File: src/sfr_map_page_protect_params.svh
// Purpose: Constants for the register map, paging and protection logic.
// Assumes: Byte-wide registers on the core register port.
// Notes: Offsets are local indices on the register port.
`ifndef SFR_MAP_PAGE_PROTECT_PARAMS_SVH
`define SFR_MAP_PAGE_PROTECT_PARAMS_SVH

`define SYSCON_OFFSET 8'h8F
`define WINDOW_OFFSET 8'hB1
`define KEY_OFFSET 8'hBB
`define CLKCTL_OFFSET 8'hB7
`define PWRCTL_OFFSET 8'hB8

`define SYSCON_RESET 8'h04
`define SYSCON_ONE_MASK 8'h04
`define SYSCON_MAP_BIT 0
`define WINDOW_RESET 8'h00
`define KEY_MODE_RESET 2'h3

`define KEY_OPEN 5'h13
`define KEY_CLOSE 5'h15
`define KEY_MODE_SET 5'h18
`define MODE_PROTECT 2'h3

`define OPEN_TIME_CYCLES 32
`define OPEN_COUNT_W 6

`endif

File: src/sfr_map_page_protect_pkg.sv
// Purpose: Types shared by the register map, paging and protection logic.
// Assumes: Byte-wide register port.
// Notes: Struct carries one register access.
package sfr_map_page_protect_pkg;

   typedef struct packed {
      logic wr;
      logic rd;
      logic [7:0] addr;
      logic [7:0] wdata;
   } reg_req_t;

   typedef enum logic [1:0] {
      ACT_MANUAL0,
      ACT_MANUAL1,
      ACT_SAVE,
      ACT_RESTORE
   } window_action_t;

endpackage

File: src/sfr_map_page_protect.sv
// Purpose: Register map select, module paging and bit write protection.
// Assumes: One core clock; register port driven by logic on that clock.
// Notes: Protected fields are outputs that feed clocking and power logic.
`timescale 1ns/1ps
`default_nettype none
`include "sfr_map_page_protect_params.svh"

// Overview of operation
// - Map bit 0 picks standard or mapped area
// - Control resets 04, bit 2 reads one
// - Paged decode uses window page field
// - Action 0X writes page directly
// - Action 10 writes page, saves old one
// - Action 11 restores page from slot
// - Window bit 3 reads zero
// - Mode 11, key 10011 opens access
// - Key 10101 closes access immediately
// - Only key 11000 updates mode field
// - Open access expires after 32 cycles
// - Reopening restarts the 32-cycle window
// - Dividers, watchdog, power bits are protected
module sfr_map_page_protect #(
   parameter int PAGE_W = 3,
   parameter int SLOT_W = 2
) (
   input wire logic clk_i,
   input wire logic arst_n_i,
   input wire sfr_map_page_protect_pkg::reg_req_t req_i,
   output logic [7:0] rdata_o,
   output logic sfr_map_select_o,
   output logic [PAGE_W-1:0] page_o,
   output logic access_open_o,
   output logic [4:0] feedback_divider_o,
   output logic [1:0] output_divider_o,
   output logic watchdog_on_o,
   output logic deep_sleep_enable_o,
   output logic slow_run_enable_o
);
   import sfr_map_page_protect_pkg::*;

   localparam int NSLOT = 1 << SLOT_W;

   // Page sits below reserved bit 3, slot number in bits 5:4
   if (PAGE_W < 1 || PAGE_W > 3 || SLOT_W < 1 || SLOT_W > 2) begin : g_bad_w
      $error("Page or slot width outside the window register layout");
   end

   ////////////////////////////////////////////////////////////////////////
   // State
   logic map_sel, next_map_sel;
   logic [PAGE_W-1:0] page, next_page;
   logic [PAGE_W-1:0] slot [NSLOT];
   logic [PAGE_W-1:0] next_slot [NSLOT];
   logic [1:0] mode, next_mode;
   logic open, next_open;
   logic [`OPEN_COUNT_W-1:0] cnt, next_cnt;
   logic [4:0] fdiv, next_fdiv;
   logic [1:0] odiv, next_odiv;
   logic wdt, next_wdt, pd, next_pd, sd, next_sd;
   logic [7:0] rdata, next_rdata;

   function automatic logic hit(input reg_req_t r, input logic [7:0] a);
      return r.wr && r.addr == a;
   endfunction

   // Protection off (mode not 11) lets every protected write through
   logic wr_ok;
   assign wr_ok = open || (mode != `MODE_PROTECT);

   ////////////////////////////////////////////////////////////////////////
   // Map select and paging
   always_comb begin
      window_action_t act;
      logic [SLOT_W-1:0] sn;
      act = window_action_t'(req_i.wdata[7:6]);
      sn = req_i.wdata[4+:SLOT_W];
      next_map_sel = map_sel;
      next_page = page;
      next_slot = slot;
      if (hit(req_i, `SYSCON_OFFSET)) begin
         next_map_sel = req_i.wdata[`SYSCON_MAP_BIT];
      end
      if (hit(req_i, `WINDOW_OFFSET)) begin
         unique case (act)
            ACT_MANUAL0, ACT_MANUAL1: begin
               next_page = req_i.wdata[PAGE_W-1:0];
            end
            ACT_SAVE: begin
               next_page = req_i.wdata[PAGE_W-1:0];
               next_slot[sn] = page;
            end
            ACT_RESTORE: begin
               next_page = slot[sn];
            end
         endcase
      end
   end

   always_ff @(posedge clk_i or negedge arst_n_i) begin
      if (!arst_n_i) begin
         map_sel <= 1'b0;
         page <= '0;
         for (int i = 0; i < NSLOT; i++) begin
            slot[i] <= '0;
         end
      end else begin
         map_sel <= next_map_sel;
         page <= next_page;
         slot <= next_slot;
      end
   end

   ////////////////////////////////////////////////////////////////////////
   // Password and access window
   always_comb begin
      logic [4:0] key;
      key = req_i.wdata[7:3];
      next_mode = mode;
      next_open = open;
      next_cnt = cnt;
      if (open) begin
         // Count down; reaching zero closes with no close key
         next_cnt = cnt - `OPEN_COUNT_W'(1);
         if (cnt == `OPEN_COUNT_W'(1)) begin
            next_open = 1'b0;
         end
      end
      if (hit(req_i, `KEY_OFFSET)) begin
         if (key == `KEY_MODE_SET) begin
            next_mode = req_i.wdata[1:0];
         end else if (mode == `MODE_PROTECT && key == `KEY_OPEN) begin
            next_open = 1'b1;
            next_cnt = `OPEN_COUNT_W'(`OPEN_TIME_CYCLES);
         end else if (mode == `MODE_PROTECT && key == `KEY_CLOSE) begin
            next_open = 1'b0;
            next_cnt = '0;
         end
      end
   end

   always_ff @(posedge clk_i or negedge arst_n_i) begin
      if (!arst_n_i) begin
         mode <= `KEY_MODE_RESET;
         open <= 1'b0;
         cnt <= '0;
      end else begin
         mode <= next_mode;
         open <= next_open;
         cnt <= next_cnt;
      end
   end

   ////////////////////////////////////////////////////////////////////////
   // Protected bits
   always_comb begin
      next_fdiv = fdiv;
      next_odiv = odiv;
      next_wdt = wdt;
      next_pd = pd;
      next_sd = sd;
      if (hit(req_i, `CLKCTL_OFFSET) && wr_ok) begin
         next_fdiv = req_i.wdata[7:3];
         next_odiv = req_i.wdata[1:0];
      end
      if (hit(req_i, `PWRCTL_OFFSET) && wr_ok) begin
         next_wdt = req_i.wdata[2];
         next_pd = req_i.wdata[1];
         next_sd = req_i.wdata[0];
      end
   end

   always_ff @(posedge clk_i or negedge arst_n_i) begin
      if (!arst_n_i) begin
         fdiv <= '0;
         odiv <= '0;
         wdt <= 1'b0;
         pd <= 1'b0;
         sd <= 1'b0;
      end else begin
         fdiv <= next_fdiv;
         odiv <= next_odiv;
         wdt <= next_wdt;
         pd <= next_pd;
         sd <= next_sd;
      end
   end

   ////////////////////////////////////////////////////////////////////////
   // Read data, registered one cycle after the read strobe
   always_comb begin
      next_rdata = rdata;
      if (req_i.rd) begin
         unique case (req_i.addr)
            `SYSCON_OFFSET: next_rdata = `SYSCON_ONE_MASK | {7'h00, map_sel};
            `WINDOW_OFFSET: next_rdata = 8'(page);
            `KEY_OFFSET: next_rdata = {5'h00, open, mode};
            `CLKCTL_OFFSET: next_rdata = {fdiv, 1'b0, odiv};
            `PWRCTL_OFFSET: next_rdata = {5'h00, wdt, pd, sd};
            default: next_rdata = 8'h00;
         endcase
      end
   end

   always_ff @(posedge clk_i or negedge arst_n_i) begin
      if (!arst_n_i) begin
         rdata <= 8'h00;
      end else begin
         rdata <= next_rdata;
      end
   end

   assign rdata_o = rdata;
   assign sfr_map_select_o = map_sel;
   assign page_o = page;
   assign access_open_o = open;
   assign feedback_divider_o = fdiv;
   assign output_divider_o = odiv;
   assign watchdog_on_o = wdt;
   assign deep_sleep_enable_o = pd;
   assign slow_run_enable_o = sd;
endmodule // sfr_map_page_protect
`default_nettype wire

File: config.mk
export PLATFORM = sky130hd
export DESIGN_NAME = sfr_map_page_protect
export DESIGN_NICKNAME = d
export VERILOG_FILES = /design/src/sfr_map_page_protect_pkg.sv /design/src/sfr_map_page_protect.sv
export VERILOG_INCLUDE_DIRS = /design/src
export SDC_FILE = /design/constraint.sdc
export NUM_CORES = 1
export LEC_CHECK = 0
export BUFFER_PORTS_ARGS = -buffer_cell sky130_fd_sc_hd__buf_2
export CORE_ASPECT_RATIO = 0.5
export CORE_MARGIN = 2
export CORE_UTILIZATION = 50
export DETAILED_ROUTE_END_ITERATION = 12
export PLACE_DENSITY = 0.73
export SKIP_LAST_GASP = 1
export SLEW_MARGIN = 20
export SYNTH_ARGS = -nofsm -noshare
export SYNTH_HDL_FRONTEND = slang
export SYNTH_SLANG_ARGS = --single-unit
File: constraint.sdc
create_clock -name clk_i -period 2.25 [get_ports clk_i]
set_input_delay 0.225 -clock clk_i [delete_from_list [all_inputs] [get_ports clk_i]]
set_output_delay 0.225 -clock clk_i [all_outputs]
set_load 0.02 [all_outputs]
==> summary.md, run 1 <==
| Metric | Value |
|---|---|
| Status | complete, no violations |
| Worst-Skew Late Latency | approximately 0.29 ns |
| Kind of critical path | in2reg |
| Filler cells | roughly 360 |
| F_max | 537 MHz |
| Die Wd | between 90 and 100 um |
| DR vias | between 1500 and 2000 |
| Syn Inst Count | 197 |
| Final hold viol count | 0 |
| I/O pin total | 43 |
| Number of synthesized flops with an enable pin | 0 |
| Leakage | 1.23 nW |
| CTS Hold Bufs | 0 |
| Most frequent cells in the layout | buf_2 (42), dfrtp_1 (41), mux2_2 (25) |
| Critical Path AT | 2.04 ns |
| Vias in the first global route | 1581 |
| Ant diodes | 0 |
| Slew headroom | 38.0% |
| Switch share | 21.8% |
| Clock share of power | a little over two fifths |
| Final Max Tran Viols | 0 |
| First-pass GRT wire length | 8040 um |
| H-tree levels | 2 |
| Synth Area per Inst | 11.4 sq um |
| First DRT Iteration DRCs | 117 |
| Hold crit path type | in2async |
| Gr ovfl total | 0 |
| CTS Buffer Depth | 2 |
| Setup Fix Bufs, Post-CTS | 0 |
| Synthesis-stage register bit count | 43 |
| Ys Warns | 0 |
| Die Y-Extent | 51.3 um |
| Fin crit share | slightly above 80% |
| Worst Path Max Fanout | 7 |
| Critical path endpoint category | flip-flop |
| Final setup fails | 0 |
| Gpl congestion | 0.928 |
| Largest net degree at the start of global routing | 44 |
| CTS Sinks | 43 |
| CP required | about 2.4 ns |
| Core area | 4360 sq um |
| Cell variety after synth | 46 |
| Share of layout cells above drive strength 1 | 37.4% |
| Post-route insts no fill | 300 |
| Area taken by multi-input logic gates | 1080 sq um |
| Root buffer cell | clkbuf_8 |
| Initial antenna violation count | 0 |
| Synth async-reset ratio | between 90% and 100% |
| Worst slew pin tran | 0.930 ns |
| Core Util, Final | roughly three fifths |
| P_int | approximately 1.3 mW |
| Synthesized Nets | between 200 and 250 |
| Dpl hpwl | 3560 um |
| Worst Clk Skew | ~0.0079 ns |
| Post_cts resized | 0 |
| TNS Setup | 0 ns |
| Clock period minus worst slack | 1.86 ns |
| CTS buffer count | 5 |
| Sequential area share after synthesis | between 40% and 50% |
| Combinational power share | between 8 and 9% |
| IO buf count | 42 |
| Cell Rows | 17 |
| Total wire length | around 4700 um |
| Total of max-cap violations | 0 |
| Post-synth top area share | 45.8% |
| Reg clk slew, reported paths | 0.08 ns |
| Seq pwr share | 48.7% |
| DRC Markers | 0 |
| Drt first pass iters | 4 |
| Net switching power | 357 uW |
| Pwr dens | 618 nW/um^2 |
| Final setup margin | just under 0.4 ns |
| WL/cell | about 16 um |
| Most common cell after layout, fill and taps aside | buf_2 |
| Top area cells in the synthesized netlist | dfrtp_1 (46%), mux2_2 (13%), mux2_1 (3.0%) |
| VDD IR max | 281 uV |
| Pre-CTS setup slack | 0.0802 ns |
| Die area | 5060 sq um |
| Final ANT Viol Nets | 0 |
| FF/Latch Area | 1080 sq um |
| Startpoint Class | primary input |
| CTS tree | yes |
| Post-Syn Area | roughly 2200 sq um |
| Top_reg_cell synth | dfrtp_1 |
| Number of nets in the layout | 264 |
| Initial core utilization | 51.3% |
| Pwr Total | about 1.6 mW |
| Dpl cells | 292 |
| Drt via density | ~5.5 |
| Area delta synth->final | 18.2% |
| Yosys top cell by area | dfrtp_1 |
| Total GRT Usage | roughly a fifth |
| RSZ-0062 raised after global routing | false |
-- worst max-delay path, cell delays in order --
cell	delay, ns
buf_2	0.14
or4b_4	0.53
or4_4	0.58
nor3_4	0.20
mux2_1	0.36
-- flip-flops by register name, indices dropped and copies added, names as in the netlist --
register	cells
deep_sleep_enable_o	1
rdata_o	8
slot	12
cnt	6
access_open_o	1
output_divider_o	2
page_o	3
watchdog_on_o	1
mode	2
slow_run_enable_o	1
feedback_divider_o	5
sfr_map_select_o	1
-- worst paths after layout --
check                                    start                         endpoint  slack (ns)  cells past startpoint
setup / recovery                     req_i[10]             slot[11]$_DFFE_PN0P_        0.39                      5
setup reg to reg           mode[1]$_DFFE_PN1P_  output_divider_o[1]$_DFFE_PN0P_        0.51                      4
max in group asynchronous             arst_n_i  output_divider_o[1]$_DFFE_PN0P_        1.60                      1
min in group clk_i                    req_i[2]        watchdog_on_o$_DFFE_PN0P_        0.19                      2
hold reg to reg            slot[4]$_DFFE_PN0P_              slot[4]$_DFFE_PN0P_        0.49                      1
hold / removal                        arst_n_i              slot[5]$_DFFE_PN0P_        0.07                      1
-- routing by layer --
layer / wire [um] / part of all wire (%) / track usage [%]
met5: 0 / 0 / 0
met4: 30 / 0.63 / 5.48
met3: 278 / 5.9 / 4.92
met2: 2040 / 43 / 29.7
met1: 2380 / 50 / 31.1
-- cell type report --
type,count,share of cell area [%]
Clock buffer,6,2.74
Clock inverter,2,2.27
Inverter,13,1.84
Multi-Input combinational cell,134,40.9
Sequential cell,43,40.8
Tap cell,57,2.70
Timing Repair Buffer,45,8.80
-- power groups by stage --
stage	clock network [mW]	registers, mW	logic [mW]
floorplan	0	0.825	0.0558
global placement	0	0.812	0.137
detailed placement	0	0.812	0.139
CTS	0.718	0.797	0.139
global route	0.758	0.799	0.152
finish	0.701	0.797	0.138
-- synthesized netlist by cell type, types with 3 or more instances --
library cell   n
nand2_1       12
dfrtp_1       41
mux2_1         6
buf_2          3
a211oi_1       3
nand3_1       10
nor2_1        13
mux4_2         3
xnor2_1        6
mux2_2        25
nor3_1         4
a31oi_1        3
inv_1         13
o21ai_0        9
clkbuf_1       4
-- through the flow --
stage / instance area (sq um) / hold WS (ns)
6_report: 2650 / 0.0659
5_1_grt: 2650 / 0.138
4_1_cts: 2650 / 0.102
3_5_place_dp: 2510 / 0.425
3_3_place_gp: 2510 / 0.400
2_1_floorplan: 2240 / -0.0706
-- kinds of logic (layout without fill, tap and decap cells) --
kind of cell	Yosys count	in the layout	share of synthesized area, %
AND/OR/NAND/NOR	66	66	18.6
flip-flops	43	43	48.2
multiplexers	34	34	18.6
AO/OA/AOI/OAI	25	25	7.27
buffers and inverters	20	66	3.52
XOR/XNOR	7	7	2.74
adder cells (fa/ha/maj)	2	2	1.12
Note: power is estimated with default switching activity, not from simulation.
==> inputs of run 2 (changes only) <==
- CORE_UTILIZATION: 50 -> 49
- PLACE_DENSITY: 0.73 -> 0.75
- clock period: 2.25 -> 1.56 ns (I/O delays scaled with it)
==> run 2 against run 1 <==
The run now ends with negative setup slack left. Combinational power grew 80%. Critical path depth unchanged. Die area grew 1.9%. Global-route usage is 2.4 points higher. Worst setup slack worse by 0.52 ns. Sequential share of layout area shrank 4.2 points. Sequential cell count is the same. First-iteration DRC count down 21%. Routed wire length up 17%. Cell count is 10% higher. Critical path type unchanged.
==> summary.md, run 2 (synthesized netlist as in run 1, its figures left out) <==
| Metric | Value |
|---|---|
| Failing checks | negative setup slack |
| Leakage | 1.40 nW (+14%) |
| Core Util, Final | 67.0% (+6.3 points) |
| Final setup margin | -0.133 ns (-0.519 ns) |
| Worst reg2reg path endpoint | page_o[1]$_DFFE_PN0N_ |
| Critical Path AT | 1.89 ns (-0.15 ns) |
| Pre-CTS setup slack | -0.527 ns (-0.607 ns) |
| I/O pin total | 43 (unchanged) |
| Die Wd | 99.6 um (+0.97%) |
| Final ANT Viol Nets | 0 (unchanged) |
| First DRT Iteration DRCs | 92 (-21%) |
| CTS Sinks | 43 (unchanged) |
| Area delta synth->final | 31.7% |
| TNS Setup | -1.22 ns (-1.22 ns) |
| CP required | 1.75 ns (-0.67 ns) |
| Crit. Startpoint | req_i[11] |
| Dpl hpwl | 4160 um (+17%) |
| R2R Path Start | slot[1]$_DFFE_PN0P_ |
| Delay-heaviest family, CP | simple AND/OR/NAND/NOR gates |
| Pwr dens | 785 nW/um^2 (+27%) |
| Buf/Inv on CP | 1 (unchanged) |
| VDD IR max | 458 uV (+63%) |
| Vias in the first global route | 1788 (+13%) |
| Startpoint Class | primary input |
| Worst Clk Skew | 0.00538 ns (-0.00252 ns) |
| Kind of critical path | in2reg |
| Cell Area, Placed | 2740 sq um (+9.1%) |
| WHS Path Cells | 2 |
| Initial core utilization | 50.8% (-0.50 points) |
| WL/cell | 16.8 um (+6.4%) |
| Die area | 5160 sq um (+1.9%) |
| Hold path start | req_i[2] |
| Switch share | 24.0% (+2.2 points) |
| RSZ-0062 raised after global routing | true |
| Worst-Skew Late Latency | 0.30 ns (about the same) |
| First-pass GRT wire length | 8900 um (+11%) |
| Hold crit path type | in2reg |
| Cell type of the slowest stage on the worst timing path | or4_4 |
| Top reg by flops | slot |
| Slew headroom | 63.5% (+25 points) |
| Cells on worst reg2reg path | 3 (-1) |
| Die Y-Extent | 51.8 um (+0.94%) |
| Clock period minus worst slack | 1.69 ns |
| Ant diodes | 0 (unchanged) |
| Drt via density | 5.38 (-2.6%) |
| Clock share of power | 39.5% (-3.3 points) |
| Final Max Tran Viols | 0 (unchanged) |
| CTS tree | yes |
| Total wire length | 5550 um (+17%) |
| P_int | 1.76 mW (+37%) |
| Combinational power share | 10.7% (+2.3 points) |
| F_max | 591 MHz |
| Max reg flops | 12 (unchanged) |
| Status | finished, violations left |
| Net switching power | 555 uW (+56%) |
| Post-route insts no fill | 331 (+10%) |
| CTS Buffer Depth | 2 (unchanged) |
| Final setup fails | 12 (+12) |
| CTS buffer count | 5 (unchanged) |
| DR vias | 1782 (+7.4%) |
| Final hold viol count | 0 (unchanged) |
| Seq pwr share | 49.8% (+1.1 points) |
| Root buffer cell | clkbuf_8 |
| Worst slew pin tran | 0.548 ns (-0.382 ns) |
| Number of nets in the layout | 295 (+12%) |
| WHS Endpoint | watchdog_on_o$_DFFE_PN0P_ |
| Largest net degree at the start of global routing | 44 (unchanged) |
| Initial antenna violation count | 0 (unchanged) |
| Reg clk slew, reported paths | 0.08 ns (about the same) |
| Gpl congestion | 0.885 (-4.6%) |
| Hold WS | 0.106 ns (+0.0397 ns) |
| Worst Path Max Fanout | 4 (-3) |
| Most common cell after layout, fill and taps aside | dfrtp_1 |
| DRC Markers | 0 (unchanged) |
| Slowest stage delay, CP | 0.58 ns (about the same) |
| Total GRT Usage | 23.0% (+2.4 points) |
| Worst-path cell chain | buf_6 -> or4bb_1 -> or4_4 -> nor3_4 -> mux2_4 |
| Core area | 4400 sq um (+0.98%) |
| Cell Rows | 17 (unchanged) |
| Share of layout cells above drive strength 1 | 47.4% (+10 points) |
| Design area | 2950 sq um (+11%) |
| IO buf count | 42 (unchanged) |
| Gr ovfl total | 0 (unchanged) |
| R2r setup slk | 0.04 ns (-0.47 ns) |
| Pwr Total | 2.31 mW (+41%) |
| Dpl cells | 317 (+8.6%) |
| H-tree levels | 2 (unchanged) |
| Drt first pass iters | 4 (unchanged) |
| Fin crit share | 109% |
| Total of max-cap violations | 0 (unchanged) |
| Critical path endpoint category | flip-flop |
| Most frequent cells in the layout | dfrtp_1 (41), buf_2 (39), buf_4 (33) |
[run 2: cell types whose count changed in the layout (fill, tap and decap cells not counted), sizes merged]
| cell | change |
|---|---|
| buf | +30 |
| bufinv | -1 |
| clkinv | +1 |
| dlygate4sd3 | +1 |
[run 2: how the worst max path moves through the flow]
stage	cells after the start	slack [ns]	endpoint
after floorplan	4	-0.33	slot[3]$_DFFE_PN0P_
after global placement	5	-0.48	slot[3]$_DFFE_PN0P_
after detailed placement	5	-0.53	slot[10]$_DFFE_PN0P_
after CTS	5	-0.17	slot[11]$_DFFE_PN0P_
after global routing	5	-0.17	slot[5]$_DFFE_PN0P_
final	5	-0.13	slot[11]$_DFFE_PN0P_
[run 2: power by group through the flow]
| stage | logic (mW) | clock network [mW] | registers (mW) |
|---|---|---|---|
| 2_1_floorplan | 0.0839 | 0 | 1.19 |
| 3_3_place_gp | 0.228 | 0 | 1.17 |
| 3_5_place_dp | 0.233 | 0 | 1.17 |
| 4_1_cts | 0.243 | 0.927 | 1.15 |
| 5_1_grt | 0.267 | 0.976 | 1.15 |
| 6_report | 0.248 | 0.914 | 1.15 |
[run 2: final cells by class]
class | instances | area (sq um)
clock inverter | 2 | 35.0
sequential | 43 | 1080
inverter | 13 | 48.8
fill | 348 | 1460
tap | 57 | 71.3
timing repair buffer | 76 | 487
clock buffer | 6 | 82.6
multi-input combinational | 134 | 1140
[run 2: per-layer routing]
layer	part of all wire, %	up-vias	GRT usage, %
li1	-	869	-
met1	50	863	32.9
met2	44	43	34.8
met3	4.8	7	6.18
met4	1.1	0	6.16
met5	0	-	0
[run 2: what timing repair did]
item / CTS / global route
resized for setup: 8 / 3
hold buffers: 1 / 0
hold endpoints to repair: 41 / 0
setup endpoints to repair: 18 / 19
buffers inserted: 1 / 4
pin swaps: 5 / 2
==> inputs of run 3 (changes only) <==
==> constraint.sdc (replaced) <==
create_clock -name clk_i -period 1.56 [get_ports clk_i]
set_input_delay 0.078 -clock clk_i [delete_from_list [all_inputs] [get_ports clk_i]]
set_output_delay 0.078 -clock clk_i [all_outputs]
set_load 0.02 [all_outputs]
==> run 3 against run 2 <==
The flow still finishes with violations (negative setup slack). Final area shrank 1.4%. Combinational power shrank 4%. Clock-buffer cell count is the same. Critical endpoint is now slot[5]$_DFFE_PN0P_. Register-to-register slack is essentially flat. Global-route usage shrank 0.12 points.
==> summary.md, run 3 (synthesized netlist as in run 1, its figures left out) <==
| Metric | Value |
|---|---|
| Share of layout cells above drive strength 1 | 46.8% (-0.61 points) |
| VDD IR max | 378 uV (-17%) |
| Hold crit path type | in2reg |
| Drt via density | 5.45 (+1.3%) |
| CTS tree | yes |
| Gr ovfl total | 0 (unchanged) |
| CTS Sinks | 43 (unchanged) |
| Die area | 5160 sq um (unchanged) |
| Metal2 WL | 2580 um (+4.4%) |
| Stages on worst setup path | 5 (unchanged) |
| Worst reg2reg path endpoint | page_o[2]$_DFFE_PN0N_ |
| Cell Rows | 17 (unchanged) |
| Failing checks | negative setup slack |
| WL met3 | 255 um (-4.5%) |
| CTS buffer count | 5 (unchanged) |
| Number of nets in the layout | 290 (-1.7%) |
| Core Util, Final | 66.0% (-0.97 points) |
| Final Max Tran Viols | 0 (unchanged) |
| Leakage | 1.38 nW (-1.5%) |
| CTS Buffer Depth | 2 (unchanged) |
| Max Used Layer | met4 |
| Total of max-cap violations | 0 (unchanged) |
| Crit path to | slot[5]$_DFFE_PN0P_ |
| Core area | 4400 sq um (unchanged) |
| Switch share | 23.1% (-0.84 points) |
| I/O pin total | 43 (unchanged) |
| Cells on worst reg2reg path | 3 (unchanged) |
| H-tree levels | 2 (unchanged) |
| R2r setup slk | 0.04 ns (about the same) |
| R2R Path Start | slot[2]$_DFFE_PN0P_ |
| Total wire length | 5510 um (-0.72%) |
| Slew headroom | 64.0% (+0.53 points) |
| Critical path endpoint category | flip-flop |
| WL/cell | 16.9 um (+0.80%) |
| Initial core utilization | 50.8% (unchanged) |
| Max reg flops | 12 (unchanged) |
| Crit. Startpoint | req_i[11] |
| Final setup fails | 9 (-3) |
| WHS Path Cells | 2 (unchanged) |
| Delay-heaviest family, CP | simple AND/OR/NAND/NOR gates |
| Seq pwr share | 50.5% (+0.7 points) |
| Die Y-Extent | 51.8 um (unchanged) |
| P_int | 1.75 mW (-0.36%) |
| Final hold viol count | 0 (unchanged) |
| Die Wd | 99.6 um (unchanged) |
| Clock share of power | 39.0% (-0.5 points) |
| Clock period minus worst slack | 1.64 ns (-0.0497 ns) |
| Final setup margin | -0.0832 ns (+0.0497 ns) |
| Total GRT Usage | 22.8% (-0.12 points) |
| Root buffer cell | clkbuf_8 |
| Worst Path Max Fanout | 4 (unchanged) |
| Kind of critical path | in2reg |
| Reg clk slew, reported paths | 0.08 ns (about the same) |
| Worst slew pin tran | 0.540 ns (-0.00792 ns) |
| Startpoint Class | primary input |
| Metal-1 WL | 2630 um (-4.7%) |
| Fin crit share | 105% (-3.2 points) |
| Net switching power | 527 uW (-4.9%) |
| Largest net degree at the start of global routing | 44 (unchanged) |
| Top reg by flops | slot |
| Status | finished, violations left |
| Worst-Skew Late Latency | 0.29 ns (about the same) |
| DR vias | 1778 (-0.22%) |
| Worst Clk Skew | 0.00492 ns (-0.000454 ns) |
| Worst-path cell chain | buf_6 -> or4bb_1 -> or4_4 -> nor3_4 -> mux2_4 |
| DRC Markers | 0 (unchanged) |
| Vias in the first global route | 1789 (+0.056%) |
| Pwr dens | 784 nW/um^2 (about the same) |
| Slowest stage delay, CP | 0.59 ns (about the same) |
| Most frequent cells in the layout | dfrtp_1 (41), buf_2 (41), buf_4 (28) |
| Cell type of the slowest stage on the worst timing path | or4_4 |
| Setup Fix Bufs, Post-CTS | 0 (-1) |
| Dpl hpwl | 4170 um (+0.33%) |
| First-pass GRT wire length | 8850 um (-0.63%) |
| Pre-CTS setup slack | -0.441 ns (+0.0857 ns) |
| RSZ-0062 raised after global routing | true |
| Combinational power share | 10.5% (-0.2 points) |
| First DRT Iteration DRCs | 60 (-35%) |
| Critical Path AT | 1.82 ns (-0.07 ns) |
| Buf/Inv on CP | 1 (unchanged) |
| F_max | 609 MHz (+3.0%) |
| Area delta synth->final | 29.8% |
| Final ANT Viol Nets | 0 (unchanged) |
| CP required | 1.74 ns (about the same) |
| Gpl congestion | 0.872 (-1.4%) |
| Ant diodes | 0 (unchanged) |
| Initial antenna violation count | 0 (unchanged) |
| Drt first pass iters | 4 (unchanged) |
| IO buf count | 42 (unchanged) |
==> run 3: per-stage QoR <==
step | cells | setup TNS, ns | instance area [sq um] | hold WS, ns | total power, mW
6_report | 326 | -0.525 | 2910 | 0.0495 | 2.28
5_1_grt | 326 | -0.829 | 2910 | 0.0545 | 2.35
4_1_cts | 326 | -0.559 | 2890 | 0.0475 | 2.29
3_5_place_dp | 317 | -5.93 | 2740 | 0.177 | 1.41
3_3_place_gp | 317 | -5.31 | 2740 | 0.169 | 1.40
2_1_floorplan | 197 | -2.62 | 2290 | -0.218 | 1.27
==> run 3: layer usage <==
layer / GRT usage (%) / vias to the layer above
met5: 0 / -
met4: 5.71 / 0
met3: 5.91 / 6
met2: 36.7 / 40
met1: 31.4 / 880
li1: - / 852
==> run 3: worst min-delay path by stage <==
| stage | startpoint | to |
|---|---|---|
| global placement | arst_n_i | slot[0]$_DFFE_PN0P_ |
| finish | req_i[2] | watchdog_on_o$_DFFE_PN0P_ |
| global route | req_i[2] | watchdog_on_o$_DFFE_PN0P_ |
| detailed placement | arst_n_i | slot[0]$_DFFE_PN0P_ |
| floorplan | arst_n_i | access_open_o$_DFF_PN0_ |
| CTS | req_i[2] | watchdog_on_o$_DFFE_PN0P_ |
==> run 3: worst register-to-register path, delay by kind of cell, from the launching register on <==
kind | cells | cell delay, ns
flops | 1 | 0.40
mux | 3 | 1.01
==> run 3: power by group through the flow <==
stage	clock [mW]	sequential (mW)	combinational, mW
after floorplan	0	1.19	0.0839
after global placement	0	1.17	0.228
after detailed placement	0	1.17	0.233
after CTS	0.900	1.15	0.238
after global routing	0.940	1.16	0.258
final	0.888	1.15	0.239
==> run 3: what timing repair did <==
action / CTS / global route
pin swaps: 4 / 1
hold buffers: 1 / 0
hold endpoints to repair: 41 / 0
gates cloned: 0 / 0
gates resized for setup: 6 / 4
setup endpoints to repair: 18 / 17
==> run 3: cell type report <==
class | instances | area (sq um)
Clock buffer | 6 | 82.6
Fill cell | 344 | 1500
Sequential cell | 43 | 1080
Clock inverter | 2 | 35.0
Inverter | 13 | 48.8
Multi-Input combinational cell | 134 | 1150
Timing Repair Buffer | 71 | 437
Tap cell | 57 | 71.3
